## config.mk

```make
export PLATFORM = sky130hd
export DESIGN_NAME = mcp_ctrl
export DESIGN_NICKNAME = d
export VERILOG_FILES = /design/src/core/mcp_ctrl.v /design/src/core/mcp_hold.v
export VERILOG_INCLUDE_DIRS = /design/src /design/src/pkg
export SDC_FILE = /design/constraint.sdc
export NUM_CORES = 1
export LEC_CHECK = 0
export ABC_AREA = 1
export ABC_CLOCK_PERIOD_IN_PS = 1740
export BUFFER_PORTS_ARGS = -buffer_cell sky130_fd_sc_hd__clkbuf_2
export CAP_MARGIN = 10
export CORE_UTILIZATION = 53
export CTS_CLUSTER_SIZE = 10
export DETAILED_ROUTE_END_ITERATION = 8
export MAX_ROUTING_LAYER = met4
export PLACE_DENSITY = 0.8
export SYNTH_ARGS = -nofsm -noshare
export SYNTH_HDL_FRONTEND = slang
export SYNTH_SLANG_ARGS = --single-unit
```

## constraint.sdc

```tcl
create_clock -name aclk -period 1.74 [get_ports aclk]
set_input_delay 0.174 -clock aclk [delete_from_list [all_inputs] [get_ports aclk]]
set_output_delay 0.174 -clock aclk [all_outputs]
set_load 0.05 [all_outputs]
```

## src/pkg/mcp_consts.vh

```
`ifndef MCP_CONSTS_VH
`define MCP_CONSTS_VH

// clock
`define MCP_CLK_NS 50

// pin timing, figures in their own units
`define MCP_T_INIT_MS 300
`define MCP_T_RESET_MIN_NS 10000
`define MCP_T_LOS_OFF_MIN_NS 2300

// cycle counts: least times round up, longest times round down
`define MCP_INIT_CYC ((`MCP_T_INIT_MS * 1000000) / `MCP_CLK_NS)
`define MCP_RESET_MIN_CYC ((`MCP_T_RESET_MIN_NS + `MCP_CLK_NS - 1) / `MCP_CLK_NS)
`define MCP_LOS_OFF_CYC ((`MCP_T_LOS_OFF_MIN_NS + `MCP_CLK_NS - 1) / `MCP_CLK_NS)

// management address space
`define MCP_MGMT_UPPER_BIT 7

// register byte offsets
`define MCP_OFS_CTRL 12'h000
`define MCP_OFS_STATUS 12'h004
`define MCP_OFS_IRQ_STATUS 12'h008
`define MCP_OFS_IRQ_ENABLE 12'h00C
`define MCP_OFS_IRQ_CLEAR 12'h010

// control fields
`define MCP_CTRL_UPPER_EN 0
`define MCP_CTRL_SOFT_TX_OFF 1
`define MCP_CTRL_RESET 2'h0

// status fields
`define MCP_ST_READY 0
`define MCP_ST_TX_EMIT 1
`define MCP_ST_LOS 2
`define MCP_ST_MGMT_EN 3
`define MCP_ST_POWER_DOWN 4

// interrupt event fields
`define MCP_EV_INIT_DONE 0
`define MCP_EV_LOS 1
`define MCP_EV_FAULT 2
`define MCP_EV_DESEL 3
`define MCP_EV_RESET 4'h0

// axi responses
`define MCP_RESP_OKAY 2'h0
`define MCP_RESP_SLVERR 2'h2

`endif

```

## src/core/mcp_ctrl.v

```verilog
// Design decisions made here: the AXI4-Lite interface to the registers and the address map.
`timescale 1ns/1ps
`include "mcp_consts.vh"

module mcp_ctrl #(
   parameter INIT_CYCLES = `MCP_INIT_CYC
) (
   // clock and reset
   input wire aclk,
   input wire aresetn,
   // axi4-lite write address
   input wire [11:0] s_axi_awaddr,
   input wire s_axi_awvalid,
   output reg s_axi_awready,
   // axi4-lite write data
   input wire [31:0] s_axi_wdata,
   input wire [3:0] s_axi_wstrb,
   input wire s_axi_wvalid,
   output reg s_axi_wready,
   // axi4-lite write response
   output reg [1:0] s_axi_bresp,
   output reg s_axi_bvalid,
   input wire s_axi_bready,
   // axi4-lite read address
   input wire [11:0] s_axi_araddr,
   input wire s_axi_arvalid,
   output reg s_axi_arready,
   // axi4-lite read data
   output reg [31:0] s_axi_rdata,
   output reg [1:0] s_axi_rresp,
   output reg s_axi_rvalid,
   input wire s_axi_rready,
   // host control pins
   input wire tx_off_request,
   input wire sleep_restart,
   input wire bus_deselect,
   // module internals
   input wire fault_in,
   input wire signal_present,
   output reg tx_emit,
   // host status pins
   output reg not_ready_flag,
   output reg rx_signal_lost,
   output reg irq,
   // management access
   input wire mgmt_req,
   input wire [7:0] mgmt_addr,
   output reg mgmt_enable,
   output reg mgmt_ack
);

   localparam [2:0] ST_INIT = 3'b001;
   localparam [2:0] ST_RUN = 3'b010;
   localparam [2:0] ST_DOWN = 3'b100;
   localparam [31:0] INIT_LAST = INIT_CYCLES - 1;

   localparam [2:0] IDX_CTRL = 3'h0;
   localparam [2:0] IDX_STATUS = 3'h1;
   localparam [2:0] IDX_IRQ_STATUS = 3'h2;
   localparam [2:0] IDX_IRQ_ENABLE = 3'h3;
   localparam [2:0] IDX_IRQ_CLEAR = 3'h4;
   localparam [2:0] IDX_NONE = 3'h7;

   function [2:0] reg_index;
      input [11:0] addr;
      begin
         case ({addr[11:2], 2'b00})
            `MCP_OFS_CTRL: reg_index = IDX_CTRL;
            `MCP_OFS_STATUS: reg_index = IDX_STATUS;
            `MCP_OFS_IRQ_STATUS: reg_index = IDX_IRQ_STATUS;
            `MCP_OFS_IRQ_ENABLE: reg_index = IDX_IRQ_ENABLE;
            `MCP_OFS_IRQ_CLEAR: reg_index = IDX_IRQ_CLEAR;
            default: reg_index = IDX_NONE;
         endcase
      end
   endfunction

   reg [2:0] state;
   reg [22:0] init_cnt;
   reg long_hold_seen;
   reg [1:0] ctrl;
   reg [3:0] irq_status;
   reg [3:0] irq_enable;
   reg fault_q;
   reg desel_q;
   reg los_q;
   reg aw_held;
   reg w_held;
   reg [11:0] aw_addr;
   reg [31:0] w_data;
   reg [3:0] w_strb;
   reg [31:0] next_rdata;
   reg [3:0] read_clear;
   reg [3:0] write_clear;
   reg [3:0] events;

   wire reset_held;
   wire signal_settled;
   wire wr_fire;
   wire rd_fire;
   wire restart;
   wire init_done;
   wire [2:0] wr_idx;
   wire [2:0] rd_idx;

   // sleep_restart long enough for a full restart
   mcp_hold #(
      .HOLD_CYC(`MCP_RESET_MIN_CYC)
   ) u_reset_hold (
      .aclk(aclk),
      .aresetn(aresetn),
      .level_in(sleep_restart),
      .held(reset_held)
   );

   // signal present long enough to drop loss
   mcp_hold #(
      .HOLD_CYC(`MCP_LOS_OFF_CYC)
   ) u_los_hold (
      .aclk(aclk),
      .aresetn(aresetn),
      .level_in(signal_present),
      .held(signal_settled)
   );

   assign wr_idx = reg_index(aw_addr);
   assign rd_idx = reg_index(s_axi_araddr);
   assign wr_fire = aw_held && w_held && !s_axi_bvalid;
   assign rd_fire = s_axi_arvalid && s_axi_arready;
   assign restart = (state == ST_DOWN) && !sleep_restart && (long_hold_seen || reset_held);
   assign init_done = (state == ST_INIT) && !sleep_restart && ({9'h000, init_cnt} == INIT_LAST);

   // power sequence
   always @(posedge aclk) begin
      if (!aresetn) begin
         state <= ST_INIT;
         init_cnt <= 23'h000000;
         long_hold_seen <= 1'b0;
      end else begin
         case (state)
            ST_INIT: begin
               if (sleep_restart) begin
                  state <= ST_DOWN;
                  init_cnt <= 23'h000000;
               end else if (init_done) begin
                  state <= ST_RUN;
                  init_cnt <= 23'h000000;
               end else begin
                  init_cnt <= init_cnt + 23'h000001;
               end
            end
            ST_RUN: begin
               if (sleep_restart) begin
                  state <= ST_DOWN;
               end
            end
            ST_DOWN: begin
               if (reset_held) begin
                  long_hold_seen <= 1'b1;
               end
               if (!sleep_restart) begin
                  long_hold_seen <= 1'b0;
                  // a hold of exactly the minimum shows only in reset_held here
                  state <= (long_hold_seen || reset_held) ? ST_INIT : ST_RUN;
               end
            end
            default: begin
               state <= ST_INIT;
            end
         endcase
      end
   end

   // pins toward the host
   always @(posedge aclk) begin
      if (!aresetn) begin
         tx_emit <= 1'b0;
         not_ready_flag <= 1'b1;
         rx_signal_lost <= 1'b1;
         mgmt_enable <= 1'b0;
         mgmt_ack <= 1'b0;
         fault_q <= 1'b0;
         desel_q <= 1'b0;
         los_q <= 1'b1;
      end else begin
         tx_emit <= !tx_off_request && !ctrl[`MCP_CTRL_SOFT_TX_OFF] && (state == ST_RUN);
         not_ready_flag <= fault_in || (state != ST_RUN);
         if (!signal_present) begin
            rx_signal_lost <= 1'b1;
         end else if (signal_settled) begin
            rx_signal_lost <= 1'b0;
         end
         mgmt_enable <= !bus_deselect && (state == ST_RUN);
         mgmt_ack <= mgmt_req && !bus_deselect && (state == ST_RUN)
                     && (!mgmt_addr[`MCP_MGMT_UPPER_BIT] || ctrl[`MCP_CTRL_UPPER_EN]);
         fault_q <= fault_in;
         desel_q <= bus_deselect;
         los_q <= rx_signal_lost;
      end
   end

   // interrupt sources and clears
   always @* begin
      events = `MCP_EV_RESET;
      events[`MCP_EV_INIT_DONE] = init_done;
      events[`MCP_EV_LOS] = rx_signal_lost && !los_q;
      events[`MCP_EV_FAULT] = fault_in && !fault_q;
      events[`MCP_EV_DESEL] = bus_deselect != desel_q;
      read_clear = `MCP_EV_RESET;
      if (rd_fire && (rd_idx == IDX_IRQ_STATUS)) begin
         read_clear = irq_status;
      end
      write_clear = `MCP_EV_RESET;
      if (wr_fire && (wr_idx == IDX_IRQ_CLEAR) && w_strb[0]) begin
         write_clear = w_data[3:0];
      end
   end

   // interrupt status, enable and control
   always @(posedge aclk) begin
      if (!aresetn) begin
         irq_status <= `MCP_EV_RESET;
         irq_enable <= `MCP_EV_RESET;
         ctrl <= `MCP_CTRL_RESET;
         irq <= 1'b0;
      end else if (restart) begin
         irq_status <= `MCP_EV_RESET;
         irq_enable <= `MCP_EV_RESET;
         ctrl <= `MCP_CTRL_RESET;
         irq <= 1'b0;
      end else begin
         irq_status <= (irq_status & ~(read_clear | write_clear)) | events;
         irq <= |(((irq_status & ~(read_clear | write_clear)) | events) & irq_enable);
         if (wr_fire && w_strb[0]) begin
            if (wr_idx == IDX_IRQ_ENABLE) begin
               irq_enable <= w_data[3:0];
            end
            if (wr_idx == IDX_CTRL) begin
               ctrl <= w_data[1:0];
            end
         end
      end
   end

   // read data mux
   always @* begin
      next_rdata = 32'h00000000;
      case (rd_idx)
         IDX_CTRL: next_rdata[1:0] = ctrl;
         IDX_STATUS: begin
            next_rdata[`MCP_ST_READY] = !not_ready_flag;
            next_rdata[`MCP_ST_TX_EMIT] = tx_emit;
            next_rdata[`MCP_ST_LOS] = rx_signal_lost;
            next_rdata[`MCP_ST_MGMT_EN] = mgmt_enable;
            next_rdata[`MCP_ST_POWER_DOWN] = (state == ST_DOWN);
         end
         IDX_IRQ_STATUS: next_rdata[3:0] = irq_status;
         IDX_IRQ_ENABLE: next_rdata[3:0] = irq_enable;
         default: next_rdata = 32'h00000000;
      endcase
   end

   // axi4-lite write channels, either order
   always @(posedge aclk) begin
      if (!aresetn) begin
         s_axi_awready <= 1'b0;
         s_axi_wready <= 1'b0;
         s_axi_bvalid <= 1'b0;
         s_axi_bresp <= `MCP_RESP_OKAY;
         aw_held <= 1'b0;
         w_held <= 1'b0;
         aw_addr <= 12'h000;
         w_data <= 32'h00000000;
         w_strb <= 4'h0;
      end else begin
         if (s_axi_awvalid && s_axi_awready) begin
            aw_held <= 1'b1;
            aw_addr <= s_axi_awaddr;
            s_axi_awready <= 1'b0;
         end else if (!aw_held && !s_axi_bvalid) begin
            s_axi_awready <= 1'b1;
         end
         if (s_axi_wvalid && s_axi_wready) begin
            w_held <= 1'b1;
            w_data <= s_axi_wdata;
            w_strb <= s_axi_wstrb;
            s_axi_wready <= 1'b0;
         end else if (!w_held && !s_axi_bvalid) begin
            s_axi_wready <= 1'b1;
         end
         if (wr_fire) begin
            aw_held <= 1'b0;
            w_held <= 1'b0;
            s_axi_bvalid <= 1'b1;
            if ((wr_idx == IDX_NONE) || (wr_idx == IDX_STATUS) || (wr_idx == IDX_IRQ_STATUS)) begin
               s_axi_bresp <= `MCP_RESP_SLVERR;
            end else begin
               s_axi_bresp <= `MCP_RESP_OKAY;
            end
         end else if (s_axi_bvalid && s_axi_bready) begin
            s_axi_bvalid <= 1'b0;
         end
      end
   end

   // axi4-lite read channels
   always @(posedge aclk) begin
      if (!aresetn) begin
         s_axi_arready <= 1'b0;
         s_axi_rvalid <= 1'b0;
         s_axi_rdata <= 32'h00000000;
         s_axi_rresp <= `MCP_RESP_OKAY;
      end else if (rd_fire) begin
         s_axi_arready <= 1'b0;
         s_axi_rvalid <= 1'b1;
         s_axi_rdata <= next_rdata;
         if ((rd_idx == IDX_NONE) || (rd_idx == IDX_IRQ_CLEAR)) begin
            s_axi_rresp <= `MCP_RESP_SLVERR;
         end else begin
            s_axi_rresp <= `MCP_RESP_OKAY;
         end
      end else if (s_axi_rvalid) begin
         if (s_axi_rready) begin
            s_axi_rvalid <= 1'b0;
         end
      end else begin
         s_axi_arready <= 1'b1;
      end
   end

endmodule // mcp_ctrl

```

## src/core/mcp_hold.v

```verilog
`timescale 1ns/1ps
`include "mcp_consts.vh"

// high once level_in has stood high for HOLD_CYC consecutive cycles
module mcp_hold #(
   parameter HOLD_CYC = 8
) (
   // clock and reset
   input wire aclk,
   input wire aresetn,
   // level
   input wire level_in,
   output reg held
);

   reg [11:0] count;

   always @(posedge aclk) begin
      if (!aresetn) begin
         count <= 12'h000;
         held <= 1'b0;
      end else if (!level_in) begin
         count <= 12'h000;
         held <= 1'b0;
      end else if (count == HOLD_CYC[11:0] - 12'h001) begin
         held <= 1'b1;
      end else begin
         count <= count + 12'h001;
      end
   end

endmodule // mcp_hold

```

* Word-level counts from Yosys, hierarchy flattened
Cells that the tools add are included.
** Cells by class
- Order comparisons :: 0
- Mux-type cells :: 24
- $mul :: 0
- Shift-type cells :: 0
- Bitwise logic cells :: 6
- Equal/unequal tests :: 30
- Reductions and logical operators :: 58
- Div/mod/pow operators :: 0
- Add/subtract/negate cells :: 3
** Operators with widths (count)
- 2-to-1 mux 23 bit :: 2
- equality test 10 x 2 -> 1 bit (second input constant) :: 4
- one-hot mux 3 bit (5 select lines) :: 2
- adder 12 x 1 -> 12 bit (second input constant) :: 2
- logical AND 1 bit :: 24
- adder 23 x 1 -> 23 bit (second input constant) :: 1
- equality test 23 bit (second input constant) :: 1
- equality test 10 x 1 -> 1 bit (second input constant) :: 2
- equality test 10 x 3 -> 1 bit (second input constant) :: 2
- logical NOT 10 bit :: 2
- equality test 3 x 2 -> 1 bit (second input constant) :: 5
- equality test 3 bit (second input constant) :: 5
- equality test 12 x 6 -> 1 bit (second input constant) :: 1
- equality test 12 x 8 -> 1 bit (second input constant) :: 1
- 2-to-1 mux 3 bit :: 4
- logical NOT 1 bit :: 11
- AND reduction 2 bit :: 5
- OR reduction 2 bit :: 5
- equality test 3 x 1 -> 1 bit (second input constant) :: 3
- one-hot mux 3 bit (3 select lines) :: 1
- bitwise AND 4 bit :: 2
- 2-to-1 mux 1 bit :: 8
- 2-to-1 mux 4 bit :: 2
- OR 4 bit :: 2
- 15 further kinds :: 24
** Word-level totals
- Input port bits :: 81
- Logic and storage cells :: 153
- Memory bits (writable) :: 0
- Bits in latches :: 0
- Bits in read-only memories :: 0
- Memories :: 0
- Bits in registers :: 105

* Depth between registers and ports, before layout
- Word-level depth :: 12
- Gate-level depth with buffers :: 12

* By module
Synthesis repeated with hierarchy kept, for this count alone.
** Unflattened totals
- Cells, all modules :: 756
- Area total of the unflattened synthesis :: 5186.2 um2
** Modules (own cells, without submodules)
- mcp_ctrl :: sequential area each 1501.4 um2, cells each 550, area an instance 3811.2 um2, times used 1
- mcp_hold at u_los_hold :: sequential area each 260.2 um2, cells each 116, area an instance 718.2 um2, times used 1
- mcp_hold at u_reset_hold :: sequential area each 260.2 um2, cells each 90, area an instance 656.9 um2, times used 1

* Least setup slack after synthesis
No wires, ideal clock.
- Path type :: register to register
- Start :: reg s_axi_bvalid
- End :: reg irq
- Period minus slack after synthesis :: 1.599 ns
- Cell stages (with the launch flop) :: 11
- Buffers on the path :: 0
- Arrival time :: 1.476 ns
- Path slack :: 0.141 ns
- Cells stage by stage :: dfxtp_1 -> inv_1 -> nand3_1 -> nor2_1 -> nand4_1 -> nand3_1 -> nand2_1 -> nand2_1 -> nand2_1 -> nor2_1 -> nor2_1
** On the way
- Cells in the longest elaborated chain, start to end :: 11
** RTL lines
- start: declaration :: line mcp_ctrl.v:22 : output reg s_axi_bvalid,
- start signal: assignment :: line mcp_ctrl.v:268 : s_axi_bvalid <= 1'b0;
- start signal: assignment :: line mcp_ctrl.v:294 : s_axi_bvalid <= 1'b1;
- start signal: assignment :: line mcp_ctrl.v:301 : s_axi_bvalid <= 1'b0;
- logical NOT 1 bit :: line mcp_ctrl.v:128 : assign wr_fire = aw_held && w_held && !s_axi_bvalid;
- logical AND 1 bit :: line mcp_ctrl.v:128
- logical AND 1 bit (2 in a row) :: line mcp_ctrl.v:214 : if (wr_fire && (wr_idx == IDX_IRQ_CLEAR) && w_strb[0]) begin
- 2-to-1 mux 4 bit :: line mcp_ctrl.v:214
- OR 4 bit :: line mcp_ctrl.v:233 : irq <= |(((irq_status & ~(read_clear | write_clear)) | events) & irq_enable);
- NOT 4 bit :: line mcp_ctrl.v:233
- bitwise AND 4 bit :: line mcp_ctrl.v:233
- OR 4 bit :: line mcp_ctrl.v:233
- bitwise AND 4 bit :: line mcp_ctrl.v:233
- OR reduction 4 bit :: line mcp_ctrl.v:233
- end signal: assignment :: line mcp_ctrl.v:233
- end: declaration :: line mcp_ctrl.v:44 : output reg irq,
Every way passes these cells.
A chain may end at the register's enable or synchronous reset.

* Worst setup path after layout
- Start :: reg init_cnt[1]
- End :: reg init_cnt[16]
** On the way
- Cells in the longest elaborated chain, start to end :: 4
** RTL lines
- start: declaration :: line mcp_ctrl.v:79 : reg [22:0] init_cnt;
- start signal: assignment :: line mcp_ctrl.v:149 : init_cnt <= init_cnt + 23'h000001;
- parallel branches: the longest is 2 deep, another holds adder 23 x 1 -> 23 bit
- 2-to-1 mux 23 bit * :: line mcp_ctrl.v:145 : end else if (init_done) begin
- 2-to-1 mux 23 bit * :: line mcp_ctrl.v:142 : if (sleep_restart) begin
Every way passes the cells marked *.

==> metrics.csv <==
metric,value,unit
ys_seq_area_share,41.2,%
p_leak,2.33,nW
synth_area,4910,sq um
cts_htree_levels,3,
ys_warn_count,0,
drtPass1Iterations,9,
startpoint,init_cnt[1],
grt.total_usage,23.2,%
tritoncts,built,
final-setup-viol-count,0,
numCtsBuffers,9,
overflow,0,
regArea,2030,sq um
ant_nets,0,
startpoint_type,register,
cts_root_buffer,clkbuf_8,
reg2reg_slack,100,ps
synth_area_leaders,"dfxtp_1 41%, nand2_1 9.8%, inv_1 6.6%",
tns,0,ps
num_vias,4592,
wl_per_cell,12.2,microns
finClkSkew,12.8,ps
gp_congestion,0.889,
drive_gt1_share,16.6,%
avgViaCountPerCell,5.22,
violations,DRC,
dieWidth,98.3,microns
fin_cells,880,
rows,34,
die_area,9660,sq um
io_buffers,56,
fillCellCount,775,
async_flop_share,0,%
grt_pass1_wl,17900,microns
start_util,55.5,%
synth.distinct_cells,39,
multi_input_area,2460,sq um
crit_required,1990,ps
place_inst,855,
yosysTopAreaCell,dfxtp_1,
finalCritPeriodShare,94.0,%
wirelength,10700,microns
utilization,63.2,%
diodes,0,
drc,11,
max_freq,0.611,GHz
critPathMaxStageDelay,380,ps
areaGrowthSynthToFinish,13.8,%
core,8850,sq um
cp_slowest_cell,dfxtp_4,
syn_avg_cell_area,7.11,sq um
cts_num_sinks,101,
nets,852,
min_period,1640,ps
yosysTopAreaCellShare,41.2,%
fp.dieH,98.3,microns
grt_pass1_vias,4182,
synth_edf_count,0,
dp_hpwl,7640,microns
crit_fanout,16,
clk_latency,370,ps
whs,24.8,ps
min_path_type,in2reg,
power.density,830,nW/um^2
crit_arrival,1890,ps
ys.flop_type,dfxtp_1,
ys_seq_elements,101,
hold_start,fault_in,
clk_path_buf_depth,2,
clkSlewWorstSetupHoldPaths,110,ps
ios,128,
worst_r2r_startpoint,init_cnt[1],
antenna_found_initial,0,
netlist_instances,691,
ir_drop,0.000512,V
cp-end-kind,register,
path_cells,"ha_4, nand2_4, nor2_4, nand2_2, nor2_4, nand3_2, nand2_4, inv_6, nand2_2, o21a_1, nor2_1",
crit_type,reg2reg,
grt_max_degree,30,
drt_iter0_markers,365,
slew_violations,0,
maxCapViolCount,0,
status,"complete, but fails checks",
hold_violations,0,
==> stage by stage <==
stage | area (sq um) | setup slack (ps) | power [mW]
4_1_cts | 5470 | 5.23 | 4.61
2_1_floorplan | 5020 | 141 | 3.07
5_1_grt | 5590 | -11.5 | 4.84
3_3_place_gp | 5250 | 112 | 3.18
3_5_place_dp | 5250 | 24.6 | 3.20
6_report | 5590 | 104 | 4.64
==> worst paths after layout <==
path	endpoint	cells after the start
min reg2reg	s_axi_rdata[2]	2
max	init_cnt[16]	11
max reg2reg	init_cnt[16]	11
min	fault_q	3
==> cell usage in the layout, fill, tap and decap left out, types with 2 or more instances in the layout <==
cell	instances
nand2_1	127
dfxtp_1	96
inv_1	85
nor2_1	84
a21oi_1	64
clkbuf_2	56
nand3_1	45
o21ai_0	40
conb_1	29
nor3_1	21
nand4_1	14
buf_4	12
clkbuf_8	9
xor2_1	6
nor2_2	6
nor2_4	6
nand2_2	5
inv_6	5
dlygate4sd3_1	5
nor4_1	4
o21a_1	4
nand3_2	4
xnor2_1	3
or2_2	3
a211oi_1	3
nand2_4	3
ha_1	3
dfxtp_2	3
a221oi_1	2
nand3b_1	2
nor3_2	2
nor4_2	2
clkinvlp_4	2
dfxtp_4	2
buf_6	2
==> repair_timing <==
action,in CTS,in global routing
hold buffers,4,1
buffers inserted,0,4
gates resized for setup,0,22
setup endpoints to repair,0,24
endpoints found under the hold margin,3,1
==> layer usage <==
layer / track usage [%] / share of wire [%] / wire, microns / vias up
met5: - / 0 / 0 / -
met4: 7.00 / 1.7 / 180 / 0
met3: 4.29 / 5.2 / 562 / 18
met2: 38.2 / 47 / 5010 / 145
met1: 28.9 / 46 / 4990 / 2076
li1: - / - / - / 2353
==> cell families (layout without fill, tap and decap cells) <==
| kind of cell | after synthesis | in the layout | synth area share [%] |
|---|---|---|---|
| xor gates and xnor gates | 9 | 9 | 1.60 |
| DFF | 101 | 101 | 41.2 |
| other | 1 | 29 | 0.0763 |
| buffers and inverters | 125 | 178 | 12.0 |
| and+or+nand+nor | 330 | 330 | 30.7 |
| AOI/OAI and AO/OA | 121 | 121 | 13.5 |
| adders and majority gates | 4 | 4 | 1.02 |
==> power breakdown <==
part	switching (mW)	leakage (nW)	internal, mW
registers	0.0610	0.823	2.39
logic	0.554	1.42	0.213
clock network	0.871	0.0892	0.551
total	1.49	2.33	3.15
==> Yosys cell counts (5+ instances only) <==
library cell / number
nand3_1: 46
o21ai_0: 40
buf_4: 29
nor4_1: 6
nand4_1: 14
nor3_1: 22
xor2_1: 6
nor2_1: 86
dfxtp_1: 101
a21oi_1: 64
clkbuf_1: 6
nand2_1: 128
nand2_2: 5
nor2_4: 6
inv_1: 86
==> critical path, delay by kind of cell (launching register included) <==
| kind | cells | cell delay [ps] |
|---|---|---|
| compound gates | 1 | 120 |
| flops | 1 | 380 |
| simple gates | 8 | 770 |
| fa+ha+maj | 1 | 150 |
| buf+inv | 1 | 100 |
==> area by class of cell <==
class,instances,share of cell area [%]
Multi-Input combinational cell,493,44.0
Clock inverter,7,1.10
Timing Repair Buffer,75,7.92
Tap cell,108,2.42
Clock buffer,9,2.22
Inverter,87,5.93
Sequential cell,101,36.4
==> registers in the layout (all words and copies together), names as in the netlist, 2 cells and up <==
register and cells:
init_cnt 23, u_los_hold.count 12, u_reset_hold.count 12, aw_addr 10
s_axi_rdata 5, irq_enable 4, irq_status 4, w_data 4
state 3, ctrl 2
Power figures use the tool's default switching activity.
